==> src/mci_pkg.sv <==
package mci_pkg;

    ////////////////////////////////////////////////////////////////////////
    // register offsets on the address pointer
    localparam logic [7:0] ADDR_MONITOR_CONTROL = 8'h00;
    localparam logic [7:0] ADDR_IRQ_FLAGS_VOLTAGE = 8'h01;
    localparam logic [7:0] ADDR_IRQ_FLAGS_THERMAL_FAN = 8'h02;
    localparam logic [7:0] ADDR_IRQ_MASK_VOLTAGE = 8'h03;

    ////////////////////////////////////////////////////////////////////////
    // reset values
    localparam logic [7:0] RST_MONITOR_CONTROL = 8'h08;
    localparam logic [7:0] RST_IRQ_FLAGS_VOLTAGE = 8'h00;
    localparam logic [7:0] RST_IRQ_FLAGS_THERMAL_FAN = 8'h00;
    localparam logic [7:0] RST_IRQ_MASK_VOLTAGE = 8'h00;

    ////////////////////////////////////////////////////////////////////////
    // monitor_control fields
    localparam int CTL_RUN = 0;
    localparam int CTL_IRQ_EN = 1;
    localparam int CTL_IRQ_POL = 2;
    localparam int CTL_HOLD = 3;
    localparam int CTL_RST_PULSE = 4;
    localparam int CTL_CI_CLEAR = 5;
    localparam int CTL_GPO = 6;
    localparam int CTL_INIT = 7;

    ////////////////////////////////////////////////////////////////////////
    // irq_flags_voltage fields
    localparam int VF_VOLT_LSB = 0;
    localparam int VF_VOLT_W = 7;
    localparam int VF_EXT_IRQ = 7;

    // irq_flags_thermal_fan fields
    localparam int TF_TEMP = 0;
    localparam int TF_BOARD = 1;
    localparam int TF_TACH_A = 2;
    localparam int TF_TACH_B = 3;
    localparam int TF_INTRUDE = 4;
    localparam int TF_OVERTEMP = 5;

    // second mask register fields that pick one-time mode
    localparam int M2_TEMP_ONCE = 6;
    localparam int M2_OT_ONCE = 7;

    // shared-pin control fields
    localparam int SP_OS_SEL = 6;
    localparam int SP_RST_SEL = 7;

    ////////////////////////////////////////////////////////////////////////
    // timing
    localparam int CLK_KHZ = 20000;
    localparam int RST_PULSE_MS = 10;
    localparam int RST_PULSE_CYC = RST_PULSE_MS * CLK_KHZ;

endpackage

==> src/mci_core.sv <==
`timescale 1ns/1ps
// Contract
// - run bit starts scanning and limit checks; clearing it means standby.
// - clearing run bit does not release asserted interrupt pins.
// - interrupt pin drives only while the enable bit is one.
// - polarity one gives active-high open-source, zero active-low open-drain.
// - hold bit releases interrupt and reset/overtemp pins, flags unchanged.
// - hold bit halts scanning; clearing it resumes.
// - reset bit gives low pulse of at least 10 ms when reset selected.
// - reset bit clears itself once the pulse ends.
// - intrusion clear bit drives intrusion pin, self-clears once pin cleared.
// - general output pin follows control bit 6; zero drives low.
// - init bit restores power-on values of listed registers; reads zero.
// - control register resets to hold bit only.
// - voltage flags set when a voltage is outside its limits.
// - bit 7 of voltage flags reads zero after low on external input.
// - temperature flag supports one-time or default mode, per mask2 bit 6.
// - board temperature flag set on board temperature interrupt input.
// - tach flags set when fan count exceeds its limit.
// - intrusion flag set when intrusion input has gone high.
// - overtemperature flag one-time or default mode, per mask2 bit 7.
// - voltage mask bit one keeps matching flag off the interrupt pin.
// - both flag registers and voltage mask reset to zero; voltage flags read 8'h80.
// - reading a flag register returns then clears it.
// - after clear-on-read, interrupt deasserts until new flags arrive.
module mci_core
    import mci_pkg::*;
#(
    parameter int RST_CYCLES = RST_PULSE_CYC
) (
    // clock and reset
    input wire logic MCLK_I,
    input wire logic RST_N_I,
    // register port behind the address pointer
    input wire logic [7:0] REG_ADDR_I,
    input wire logic REG_WR_I,
    input wire logic REG_RD_I,
    input wire logic [7:0] REG_WDATA_I,
    output logic [7:0] REG_RDATA_O,
    // limit results from the scan loop
    input wire logic [6:0] VOLT_FAULT_I,
    input wire logic TEMP_FAULT_I,
    input wire logic TACH_A_FAULT_I,
    input wire logic TACH_B_FAULT_I,
    input wire logic OVERTEMP_FAULT_I,
    output logic SCAN_RUN_O,
    // neighbouring registers
    input wire logic [7:0] MASK2_I,
    input wire logic [7:0] SHARED_PIN_CTL_I,
    output logic INIT_PULSE_O,
    // pins sampled from outside
    input wire logic EXT_IRQ_N_I,
    input wire logic BOARD_TEMP_IRQ_INPUT_N_I,
    // intrusion pin
    input wire logic INTRUSION_INPUT_I,
    output logic INTRUSION_INPUT_O,
    output logic INTRUSION_INPUT_OE_O,
    // interrupt pin
    output logic IRQ_PIN_O,
    output logic IRQ_PIN_OE_O,
    // reset or overtemperature pin, open drain
    output logic RESET_OR_OVERTEMP_PIN_O,
    output logic RESET_OR_OVERTEMP_PIN_OE_O,
    // general output pin, open drain
    output logic GENERAL_OUTPUT_PIN_O,
    output logic GENERAL_OUTPUT_PIN_OE_O
);

    ////////////////////////////////////////////////////////////////////////
    // register state
    logic [7:0] monitor_control;
    logic [7:0] irq_flags_voltage;
    logic [7:0] irq_flags_thermal_fan;
    logic [7:0] irq_mask_voltage;
    // sticky low-seen on external input, shown inverted in bit 7
    logic ext_seen;

    logic wr_ctl;
    logic wr_mask;
    logic rd_volt;
    logic rd_thermal;
    logic init_req;

    always_comb begin
        wr_ctl = REG_WR_I && (REG_ADDR_I == ADDR_MONITOR_CONTROL);
        wr_mask = REG_WR_I && (REG_ADDR_I == ADDR_IRQ_MASK_VOLTAGE);
        rd_volt = REG_RD_I && (REG_ADDR_I == ADDR_IRQ_FLAGS_VOLTAGE);
        rd_thermal = REG_RD_I && (REG_ADDR_I == ADDR_IRQ_FLAGS_THERMAL_FAN);
        init_req = wr_ctl && REG_WDATA_I[CTL_INIT];
    end

    ////////////////////////////////////////////////////////////////////////
    // synchronised pins
    logic ext_irq_n;
    logic board_irq_n;
    logic intrusion;

    // active-low pins start released, else reset release looks like an event
    mci_sync #(
        .WIDTH(3),
        .RESET_VAL(3'h6)
    ) u_sync (
        .clk_i(MCLK_I),
        .rst_n_i(RST_N_I),
        .async_i({EXT_IRQ_N_I, BOARD_TEMP_IRQ_INPUT_N_I, INTRUSION_INPUT_I}),
        .sync_o({ext_irq_n, board_irq_n, intrusion})
    );

    ////////////////////////////////////////////////////////////////////////
    // scan control
    logic scan_run;

    always_comb begin
        // halted in standby and while the hold bit is set
        scan_run = monitor_control[CTL_RUN] && !monitor_control[CTL_HOLD];
    end

    always_ff @(posedge MCLK_I) begin
        if (!RST_N_I) begin
            SCAN_RUN_O <= 1'b0;
        end else begin
            SCAN_RUN_O <= scan_run;
        end
    end

    ////////////////////////////////////////////////////////////////////////
    // reset pulse on the shared pin
    logic rst_fn_sel;
    logic os_fn_sel;
    logic rst_busy;
    logic rst_done;
    logic rst_start;

    always_comb begin
        rst_fn_sel = SHARED_PIN_CTL_I[SP_RST_SEL] && !SHARED_PIN_CTL_I[SP_OS_SEL];
        os_fn_sel = SHARED_PIN_CTL_I[SP_OS_SEL] && !SHARED_PIN_CTL_I[SP_RST_SEL];
        // the done cycle still sees the bit set; without the gate the pulse restarts
        rst_start = monitor_control[CTL_RST_PULSE] && rst_fn_sel && !rst_busy
            && !rst_done;
    end

    mci_pulse #(
        .CYCLES(RST_CYCLES)
    ) u_rst_pulse (
        .clk_i(MCLK_I),
        .rst_n_i(RST_N_I),
        .start_i(rst_start),
        .abort_i(init_req),
        .busy_o(rst_busy),
        .done_o(rst_done)
    );

    ////////////////////////////////////////////////////////////////////////
    // monitor_control
    always_ff @(posedge MCLK_I) begin
        if (!RST_N_I) begin
            monitor_control <= RST_MONITOR_CONTROL;
        end else if (init_req) begin
            // init bit itself never stores, so it reads back zero
            monitor_control <= RST_MONITOR_CONTROL;
        end else begin
            if (wr_ctl) begin
                monitor_control[CTL_GPO:CTL_RUN] <= REG_WDATA_I[CTL_GPO:CTL_RUN];
            end
            // pulse end clears the bit; a fresh write in the same cycle wins
            if (rst_done && !(wr_ctl && REG_WDATA_I[CTL_RST_PULSE])) begin
                monitor_control[CTL_RST_PULSE] <= 1'b0;
            end
            // without the reset function there is no pulse to wait for
            if (monitor_control[CTL_RST_PULSE] && !rst_fn_sel && !rst_busy && !wr_ctl) begin
                monitor_control[CTL_RST_PULSE] <= 1'b0;
            end
            // latch reads cleared while we pull it low
            if (monitor_control[CTL_CI_CLEAR] && !intrusion && INTRUSION_INPUT_OE_O
                && !(wr_ctl && REG_WDATA_I[CTL_CI_CLEAR])) begin
                monitor_control[CTL_CI_CLEAR] <= 1'b0;
            end
        end
    end

    always_ff @(posedge MCLK_I) begin
        if (!RST_N_I) begin
            INIT_PULSE_O <= 1'b0;
        end else begin
            INIT_PULSE_O <= init_req;
        end
    end

    ////////////////////////////////////////////////////////////////////////
    // event detection for one-time mode
    logic temp_q;
    logic ot_q;
    logic temp_evt;
    logic ot_evt;

    always_ff @(posedge MCLK_I) begin
        if (!RST_N_I) begin
            temp_q <= 1'b0;
            ot_q <= 1'b0;
        end else if (scan_run) begin
            temp_q <= TEMP_FAULT_I;
            ot_q <= OVERTEMP_FAULT_I;
        end
    end

    always_comb begin
        // one-time flags only the entry into a fault, default flags every pass
        temp_evt = MASK2_I[M2_TEMP_ONCE] ? (TEMP_FAULT_I && !temp_q) : TEMP_FAULT_I;
        ot_evt = MASK2_I[M2_OT_ONCE] ? (OVERTEMP_FAULT_I && !ot_q) : OVERTEMP_FAULT_I;
    end

    ////////////////////////////////////////////////////////////////////////
    // flag sources and clear-on-read
    logic [7:0] set_volt;
    logic [7:0] set_thermal;

    always_comb begin
        set_volt = 8'h00;
        set_thermal = 8'h00;
        // scan results only count while the scan runs
        set_volt[VF_VOLT_LSB +: VF_VOLT_W] = scan_run ? VOLT_FAULT_I : 7'h00;
        set_thermal[TF_TEMP] = scan_run && temp_evt;
        set_thermal[TF_BOARD] = !board_irq_n;
        set_thermal[TF_TACH_A] = scan_run && TACH_A_FAULT_I;
        set_thermal[TF_TACH_B] = scan_run && TACH_B_FAULT_I;
        // ignored while we drive the latch clear
        set_thermal[TF_INTRUDE] = intrusion && !INTRUSION_INPUT_OE_O;
        set_thermal[TF_OVERTEMP] = scan_run && ot_evt;
    end

    // new events win over the read that clears
    always_ff @(posedge MCLK_I) begin
        if (!RST_N_I || init_req) begin
            irq_flags_voltage <= RST_IRQ_FLAGS_VOLTAGE;
        end else begin
            irq_flags_voltage <= (rd_volt ? 8'h00 : irq_flags_voltage) | set_volt;
        end
    end

    always_ff @(posedge MCLK_I) begin
        if (!RST_N_I || init_req) begin
            ext_seen <= 1'b0;
        end else begin
            ext_seen <= (rd_volt ? 1'b0 : ext_seen) | !ext_irq_n;
        end
    end

    always_ff @(posedge MCLK_I) begin
        if (!RST_N_I || init_req) begin
            irq_flags_thermal_fan <= RST_IRQ_FLAGS_THERMAL_FAN;
        end else begin
            irq_flags_thermal_fan <= (rd_thermal ? 8'h00 : irq_flags_thermal_fan)
                | set_thermal;
        end
    end

    ////////////////////////////////////////////////////////////////////////
    // irq_mask_voltage
    always_ff @(posedge MCLK_I) begin
        if (!RST_N_I || init_req) begin
            irq_mask_voltage <= RST_IRQ_MASK_VOLTAGE;
        end else if (wr_mask) begin
            irq_mask_voltage <= REG_WDATA_I;
        end
    end

    ////////////////////////////////////////////////////////////////////////
    // read data
    logic [7:0] volt_view;

    always_comb begin
        volt_view = irq_flags_voltage;
        volt_view[VF_EXT_IRQ] = !ext_seen;
    end

    always_ff @(posedge MCLK_I) begin
        if (!RST_N_I) begin
            REG_RDATA_O <= 8'h00;
        end else if (REG_RD_I) begin
            unique case (REG_ADDR_I)
                ADDR_MONITOR_CONTROL: REG_RDATA_O <= monitor_control;
                ADDR_IRQ_FLAGS_VOLTAGE: REG_RDATA_O <= volt_view;
                ADDR_IRQ_FLAGS_THERMAL_FAN: REG_RDATA_O <= irq_flags_thermal_fan;
                ADDR_IRQ_MASK_VOLTAGE: REG_RDATA_O <= irq_mask_voltage;
                default: REG_RDATA_O <= 8'h00;
            endcase
        end
    end

    ////////////////////////////////////////////////////////////////////////
    // interrupt pin
    logic [7:0] volt_live;
    logic irq_any;
    logic irq_active;

    always_comb begin
        volt_live = irq_flags_voltage;
        volt_live[VF_EXT_IRQ] = ext_seen;
        // second mask lives outside, thermal flags are gated by it
        irq_any = |(volt_live & ~irq_mask_voltage)
            || |(irq_flags_thermal_fan & ~MASK2_I & 8'h3F);
        // independent of the run bit, so standby keeps a raised pin
        irq_active = irq_any && monitor_control[CTL_IRQ_EN]
            && !monitor_control[CTL_HOLD];
    end

    always_ff @(posedge MCLK_I) begin
        if (!RST_N_I) begin
            IRQ_PIN_O <= 1'b0;
            IRQ_PIN_OE_O <= 1'b0;
        end else begin
            IRQ_PIN_O <= monitor_control[CTL_IRQ_POL];
            IRQ_PIN_OE_O <= irq_active;
        end
    end

    ////////////////////////////////////////////////////////////////////////
    // reset or overtemperature pin
    always_ff @(posedge MCLK_I) begin
        if (!RST_N_I) begin
            RESET_OR_OVERTEMP_PIN_O <= 1'b0;
            RESET_OR_OVERTEMP_PIN_OE_O <= 1'b0;
        end else begin
            RESET_OR_OVERTEMP_PIN_O <= 1'b0;
            RESET_OR_OVERTEMP_PIN_OE_O <= !monitor_control[CTL_HOLD]
                && ((rst_busy && rst_fn_sel)
                || (os_fn_sel && irq_flags_thermal_fan[TF_OVERTEMP]));
        end
    end

    ////////////////////////////////////////////////////////////////////////
    // intrusion latch clear and general output
    always_ff @(posedge MCLK_I) begin
        if (!RST_N_I) begin
            INTRUSION_INPUT_O <= 1'b0;
            INTRUSION_INPUT_OE_O <= 1'b0;
            GENERAL_OUTPUT_PIN_O <= 1'b0;
            GENERAL_OUTPUT_PIN_OE_O <= 1'b0;
        end else begin
            INTRUSION_INPUT_O <= 1'b0;
            INTRUSION_INPUT_OE_O <= monitor_control[CTL_CI_CLEAR];
            GENERAL_OUTPUT_PIN_O <= 1'b0;
            // open drain: one releases the pin to the pull-up
            GENERAL_OUTPUT_PIN_OE_O <= !monitor_control[CTL_GPO];
        end
    end

endmodule

==> src/mci_sync.sv <==
`timescale 1ns/1ps
module mci_sync #(
    parameter int WIDTH = 1,
    // idle level of each pin, so reset release shows no false event
    parameter logic [WIDTH-1:0] RESET_VAL = '0
) (
    // clock and reset
    input wire logic clk_i,
    input wire logic rst_n_i,
    // data
    input wire logic [WIDTH-1:0] async_i,
    output logic [WIDTH-1:0] sync_o
);

    logic [WIDTH-1:0] stage1;

    // first stage is read only by the second
    always_ff @(posedge clk_i) begin
        if (!rst_n_i) begin
            stage1 <= RESET_VAL;
            sync_o <= RESET_VAL;
        end else begin
            stage1 <= async_i;
            sync_o <= stage1;
        end
    end

endmodule

==> src/mci_pulse.sv <==
`timescale 1ns/1ps
module mci_pulse #(
    parameter int CYCLES = 200000
) (
    // clock and reset
    input wire logic clk_i,
    input wire logic rst_n_i,
    // control
    input wire logic start_i,
    input wire logic abort_i,
    output logic busy_o,
    output logic done_o
);

    localparam int CW = $clog2(CYCLES + 1);

    logic [CW-1:0] count;

    always_ff @(posedge clk_i) begin
        if (!rst_n_i || abort_i) begin
            count <= '0;
            busy_o <= 1'b0;
            done_o <= 1'b0;
        end else if (busy_o) begin
            done_o <= (count == CW'(CYCLES - 1));
            busy_o <= (count != CW'(CYCLES - 1));
            count <= count + CW'(1);
        end else begin
            done_o <= 1'b0;
            count <= '0;
            busy_o <= start_i;
        end
    end

endmodule

==> config.mk <==
export PLATFORM = sky130hd
export DESIGN_NAME = mci_core
export DESIGN_NICKNAME = d
export VERILOG_FILES = /design/src/mci_pkg.sv /design/src/mci_core.sv /design/src/mci_sync.sv /design/src/mci_pulse.sv
export SDC_FILE = /design/constraint.sdc
export NUM_CORES = 1
export LEC_CHECK = 0
export ABC_AREA = 0
export BUFFER_PORTS_ARGS = -buffer_cell sky130_fd_sc_hd__buf_2
export CELL_PAD_IN_SITES_DETAIL_PLACEMENT = 1
export CELL_PAD_IN_SITES_GLOBAL_PLACEMENT = 1
export CORE_MARGIN = 1
export CORE_UTILIZATION = 40
export CTS_BUF_LIST = sky130_fd_sc_hd__clkbuf_4 sky130_fd_sc_hd__clkbuf_8
export DETAILED_ROUTE_END_ITERATION = 6
export HOLD_SLACK_MARGIN = 0.1
export PLACE_DENSITY = 0.89
export SYNTH_ARGS = -nofsm -noshare
export SYNTH_HDL_FRONTEND = slang
export SYNTH_HIERARCHICAL = 1
export SYNTH_SLANG_ARGS = --single-unit
==> constraint.sdc <==
create_clock -name MCLK_I -period 2.9 [get_ports MCLK_I]
set_input_delay 0.87 -clock MCLK_I [delete_from_list [all_inputs] [get_ports MCLK_I]]
set_output_delay 0.87 -clock MCLK_I [all_outputs]
set_load 0.01 [all_outputs]
Word level (Yosys, flattened, before mapping):

Cells that the tools add are included.

* equal/unequal tests: 5
* reduce and logical (&&, ||, !) cells: 60
* mux-type cells: 8
* bitwise logic cells: 9
* $add $sub $neg: 1

Operator list (count)
* 1-bit logical AND: 32
* 8-bit case mux with 4 select lines: 1
* 18-bit by 1-bit adder with 18-bit output (second input constant): 1
* 18-bit equality test (second input constant): 1
* 1-bit zero test: 18
* 18-bit != test (second input constant): 1
* 8-bit by 2-bit equality test with 1-bit output (second input constant): 2
* 8-bit 2-to-1 mux: 2
* 8-bit AND: 1
* 8-bit by 1-bit equality test with 1-bit output (second input constant): 1
* 8-bit zero test: 1
* 8-bit inverter: 1
* 8-bit by 6-bit bitwise OR with 8-bit output: 1
* 8-bit by 7-bit bitwise OR with 8-bit output: 1
* 8-bit OR reduction: 1
* 7-bit 2-to-1 mux: 1
* 6-bit AND: 1
* 6-bit inverter: 1
* 6-bit OR reduction: 1
* 1-bit 2-to-1 mux: 4
* 2-bit OR reduction: 2
* 4-bit OR reduction: 1
* 1-bit logical OR: 3
* 3-bit OR reduction: 1
* other kinds (2): 3

* output and inout bits: 18
* input port bits: 50
* word-level logic and storage cells: 105
* register bits: 75

Depth between registers and ports, before layout:

* depth in word-level cells: 7
* mapped depth: 8
* mapped depth without buffers: 7

Hierarchy:

The synthesis kept the hierarchy.

Modules (own cells, without submodules)
* mci_core: sequential area each 920.9 um^2, cells an instance 220, area each 2057.0 um^2, times used 1
* mci_pulse: sequential area each 400.4 um^2, cells an instance 98, area each 879.6 um^2, times used 1
* mci_sync: sequential area each 120.1 um^2, cells an instance 12, area each 157.7 um^2, times used 1

Least setup slack after synthesis:

Ideal clock, no wire load.

* path kind: input -> register
* start point: input port REG_ADDR_I[3]
* end point: register u_rst_pulse.count[10]
* library setup time: 128 ps
* data required time: 2772 ps
* buffers on the path: 1
* setup slack: 537 ps
* arrival time: 2235 ps
* stages: 6
* cells stage by stage: nor4_4 -> nand3_4 -> nor2_1 -> nand3b_1 -> clkbuf_1 -> nor2_1

* longest elaborated chain between the ends: 5

RTL lines
* from (decl): RTL line mci_core.sv:35 `input wire logic [7:0] REG_ADDR_I,`
* 8-bit zero test: RTL line mci_core.sv:85 `wr_ctl = REG_WR_I && (REG_ADDR_I == ADDR_MONITOR_CONTROL);`
* 1-bit logical AND: RTL line mci_core.sv:85
* 1-bit logical AND: RTL line mci_core.sv:89 `init_req = wr_ctl && REG_WDATA_I[CTL_INIT];`
* via init_req: RTL line mci_core.sv:82 `logic init_req;`
* 1-bit logical OR: RTL line mci_pulse.sv:20 `if (!rst_n_i || abort_i) begin`
* 2-bit OR reduction (no line)
* to (signal assigned): RTL line mci_pulse.sv:27 `count <= count + CW'(1);`
* to (decl): RTL line mci_pulse.sv:17 `logic [CW-1:0] count;`

The timed path passes the listed nets, and every way through them passes these cells.
A chain may end at the register's enable or synchronous reset.

Final worst setup path:

* start point: input port REG_ADDR_I[1]
* end point: register u_rst_pulse.count[5]

Same word-level chain as after synthesis.

==> run_results.csv <==
group,metric,value,unit
run_status,status,"completed",
synthesis,synthFlopType,"dfxtp_1",
setup_path,rr_startpoint,"u_rst_pulse/count[0]",
timing,setup_viol,0,
global_routing,grt_use_total,22.2,%
synthesis,ys_seq_area_share,46.6,%
finish,area_growth,20.3,%
placed_design,dp_cells,479,
placed_design,hpwl,6170,um
synthesis,yosysMostFrequentCell,"dfxtp_1",
job,maxCapViolCount,0,
synthesis,async_flop_share,0,%
global_routing,grtUsageMet1,24.0,%
timing,finalMaxSlewViolations,0,
synthesis,synth_top_cell_area_share,46.6,%
synthesis,ys_warn_count,6,
placed_design,pre_cts_ws,0.413,ns
clock_tree,cts-root-buf,"clkbuf_8",
synthesis,syn-cell-area,0.00309,mm^2
setup_path,critPathKind,"in2reg",
finish,final_layout_size_suffix_gt1_share,23.7,%
pwr,ir_drop,0.189,mV
global_routing,grt_start_max_net_pins,21,
timing,fin_crit,2.10,ns
pwr,p_sw,439,uW
synthesis,ys_types,50,
synthesis,netlist_top_cells_count,"72 x dfxtp_1, 42 x nor2_1, 23 x inv_1",
clock_tree,worstSkewPairLatency,0.36,ns
pwr,p_seq_share,49.4,%
global_routing,grt_pass1_vias,2900,
timing,fin_tns_setup,0,ns
clock_tree,cts_setup_buffers,0,
finish,final_cells,495,
floorplanning,fp.dieW,90.0,um
clock_tree,cts_tree,"done",
synthesis,synth_edf_count,0,
worst_hold_path,hold_class,"reg2reg",
clock_tree,numCtsBuffers,9,
clock_tree,clkSinkCount,72,
pwr,pwr-share-comb,4.9,%
floorplanning,core_area,0.00737,mm^2
setup_path,required,3.15,ns
finish,final_nets,442,
setup_path,cp.arrival,2.35,ns
timing,rsz0062_at_grt,"false",
finish,antenna_cells,0,
global_routing,top_usage_layer,"met2",
global_routing,antenna_found_initial,0,
timing,slew_headroom,67.0,%
timing,fin_ws,0.801,ns
detailed_routing,vias,2620,
timing,final_hold_viol_count,0,
timing,timing.fmax,476,MHz
clock_tree,path_clk_slew,0.08,ns
global_routing,grt_pass1_wl,13900,um
clock_tree,cts_resized,0,
clock_tree,clockBufferDepth,2,
placed_design,gp_congestion,0.865,
placed_design,io_buffer_count,58,
pwr,leakage,0.00145,uW
floorplanning,start_util,42.0,%
pwr,total_power,2020,uW
setup_path,worstSetupStartpoint,"REG_ADDR_I[1]",
detailed_routing,antenna_left,0,
detailed_routing,wl,8350,um
pwr,switching_share,21.7,%
clock_tree,h-tree-depth,3,
setup_path,end_kind,"register",
setup_path,cp_max_fo,14,
synthesis,synth_area_per_cell,9.38,um^2
pwr,power.density,543,mW/mm^2
synthesis,synth_top_area_cell,"dfxtp_1",
global_routing,grt_overflow,0,
detailed_routing,drtPass1Iterations,4,
setup_path,critPathLaunchType,"input pin",
floorplanning,io_pins,68,
timing,worstMarginPinSlew,0.492,ns
clock_tree,hold_buffers,0,
floorplanning,dieArea,0.00809,mm^2
timing,skew,0.0124,ns
detailed_routing,drt_iter0_drc,83,
timing,period_share,72.4,%
detailed_routing,drc_errors,0,
detailed_routing,wl_per_cell,16.9,um
synthesis,yosys-top-cells-area,"dfxtp_1 47%, nor2_1 5.1%, mux4_2 4.4%",
worst_hold_path,min-delay-start,"u_sync/sync_o[2]",
floorplanning,die_y,90.0,um
floorplanning,rows,31,
global_routing,grtUsageMet3,4.15,%
synthesis,ys_seq_elements,72,
synthesis,syn_inst,330,
detailed_routing,via_per_inst,5.29,
pwr,power_frac_clock,45.7,%
global_routing,grtUsageMet2,39.7,%
pwr,p_int,1580,uW
[power groups by stage]
stage | registers [uW] | logic (uW) | clock network, uW
global placement | 1020 | 94.6 | 0
finish | 998 | 98.3 | 924
floorplan | 1020 | 48.0 | 0
global route | 999 | 107 | 983
CTS | 998 | 98.5 | 940
detailed placement | 1020 | 97.5 | 0
[worst max-delay path, stage by stage]
cell      delay (ns)
buf_2           0.21
nor3b_2         0.31
nand3_4         0.18
nor2_1          0.19
nand3b_1        0.25
buf_4           0.25
nor2_1          0.08
[path summary, 6_finish.rpt]
check	endpoint	slack (ns)	cells past startpoint
min reg2reg	ext_seen	0.41	1
max reg2reg	u_rst_pulse/done_o	1.30	5
min	ext_seen	0.41	1
max	u_rst_pulse/count[5]	0.80	7
[logic make-up after synthesis]
family / share of synthesized area (%)
muxes: 7.93
adders and majority gates: 0.404
AOI/OAI and AO/OA: 11.5
DFF: 46.6
buffers and inverters: 5.62
xor gates and xnor gates: 3.40
other: 0.121
and+or+nand+nor: 24.5
[final cells by class]
| class | instances | area, um^2 |
|---|---|---|
| Inverter | 23 | 86.3 |
| Clock buffer | 12 | 159 |
| Fill cell | 881 | 3650 |
| Clock inverter | 4 | 76.3 |
| Tap cell | 99 | 124 |
| Timing Repair Buffer | 64 | 348 |
| Sequential cell | 72 | 1440 |
| Multi-Input combinational cell | 221 | 1490 |
[cell usage in the layout, fill, tap and decap left out, types with 3 or more instances in the layout]
cell and instances:
and2_1 7, and3_1 6, a22oi_1 10, a21boi_0 6, xnor2_1 8, a21oi_1 6
nor2_1 42, nand3_1 19, a21boi_1 6, inv_1 23, buf_2 58, conb_1 3
nand2_1 20, mux4_2 6, o22ai_1 5, o21ai_0 4, clkbuf_8 11, nand4_1 7
a32oi_1 3, mux2i_1 11, nor2b_1 7, nand2b_1 4, dfxtp_1 72, xor2_1 4
buf_4 5, nor4_1 3, nor3_1 5
[per-layer routing]
metal / up-vias / part of all wire [%]
li1: 1276 / -
met1: 1251 / 40
met2: 68 / 52
met3: 25 / 4.2
met4: 0 / 3.7
met5: - / 0
[per-stage QoR]
step / instance area (um^2) / util, % / hold slack, ns
2_1_floorplan: 3100 / - / 0.384
3_3_place_gp: 3490 / 47.3 / 0.388
3_5_place_dp: 3490 / 47.3 / 0.397
4_1_cts: 3720 / 50.5 / 0.407
5_1_grt: 3720 / 50.5 / 0.428
6_report: 3720 / 50.5 / 0.406
[registers in the layout, indices dropped and copies added, names as in the netlist, 3 cells and up]
signal                 cells
irq_flags_thermal_fan      6
u_sync/stage1              3
irq_flags_voltage          7
irq_mask_voltage           8
u_sync/sync_o              3
monitor_control            7
u_rst_pulse/count         18
REG_RDATA_O                8
Power figures use the tool's default switching activity.
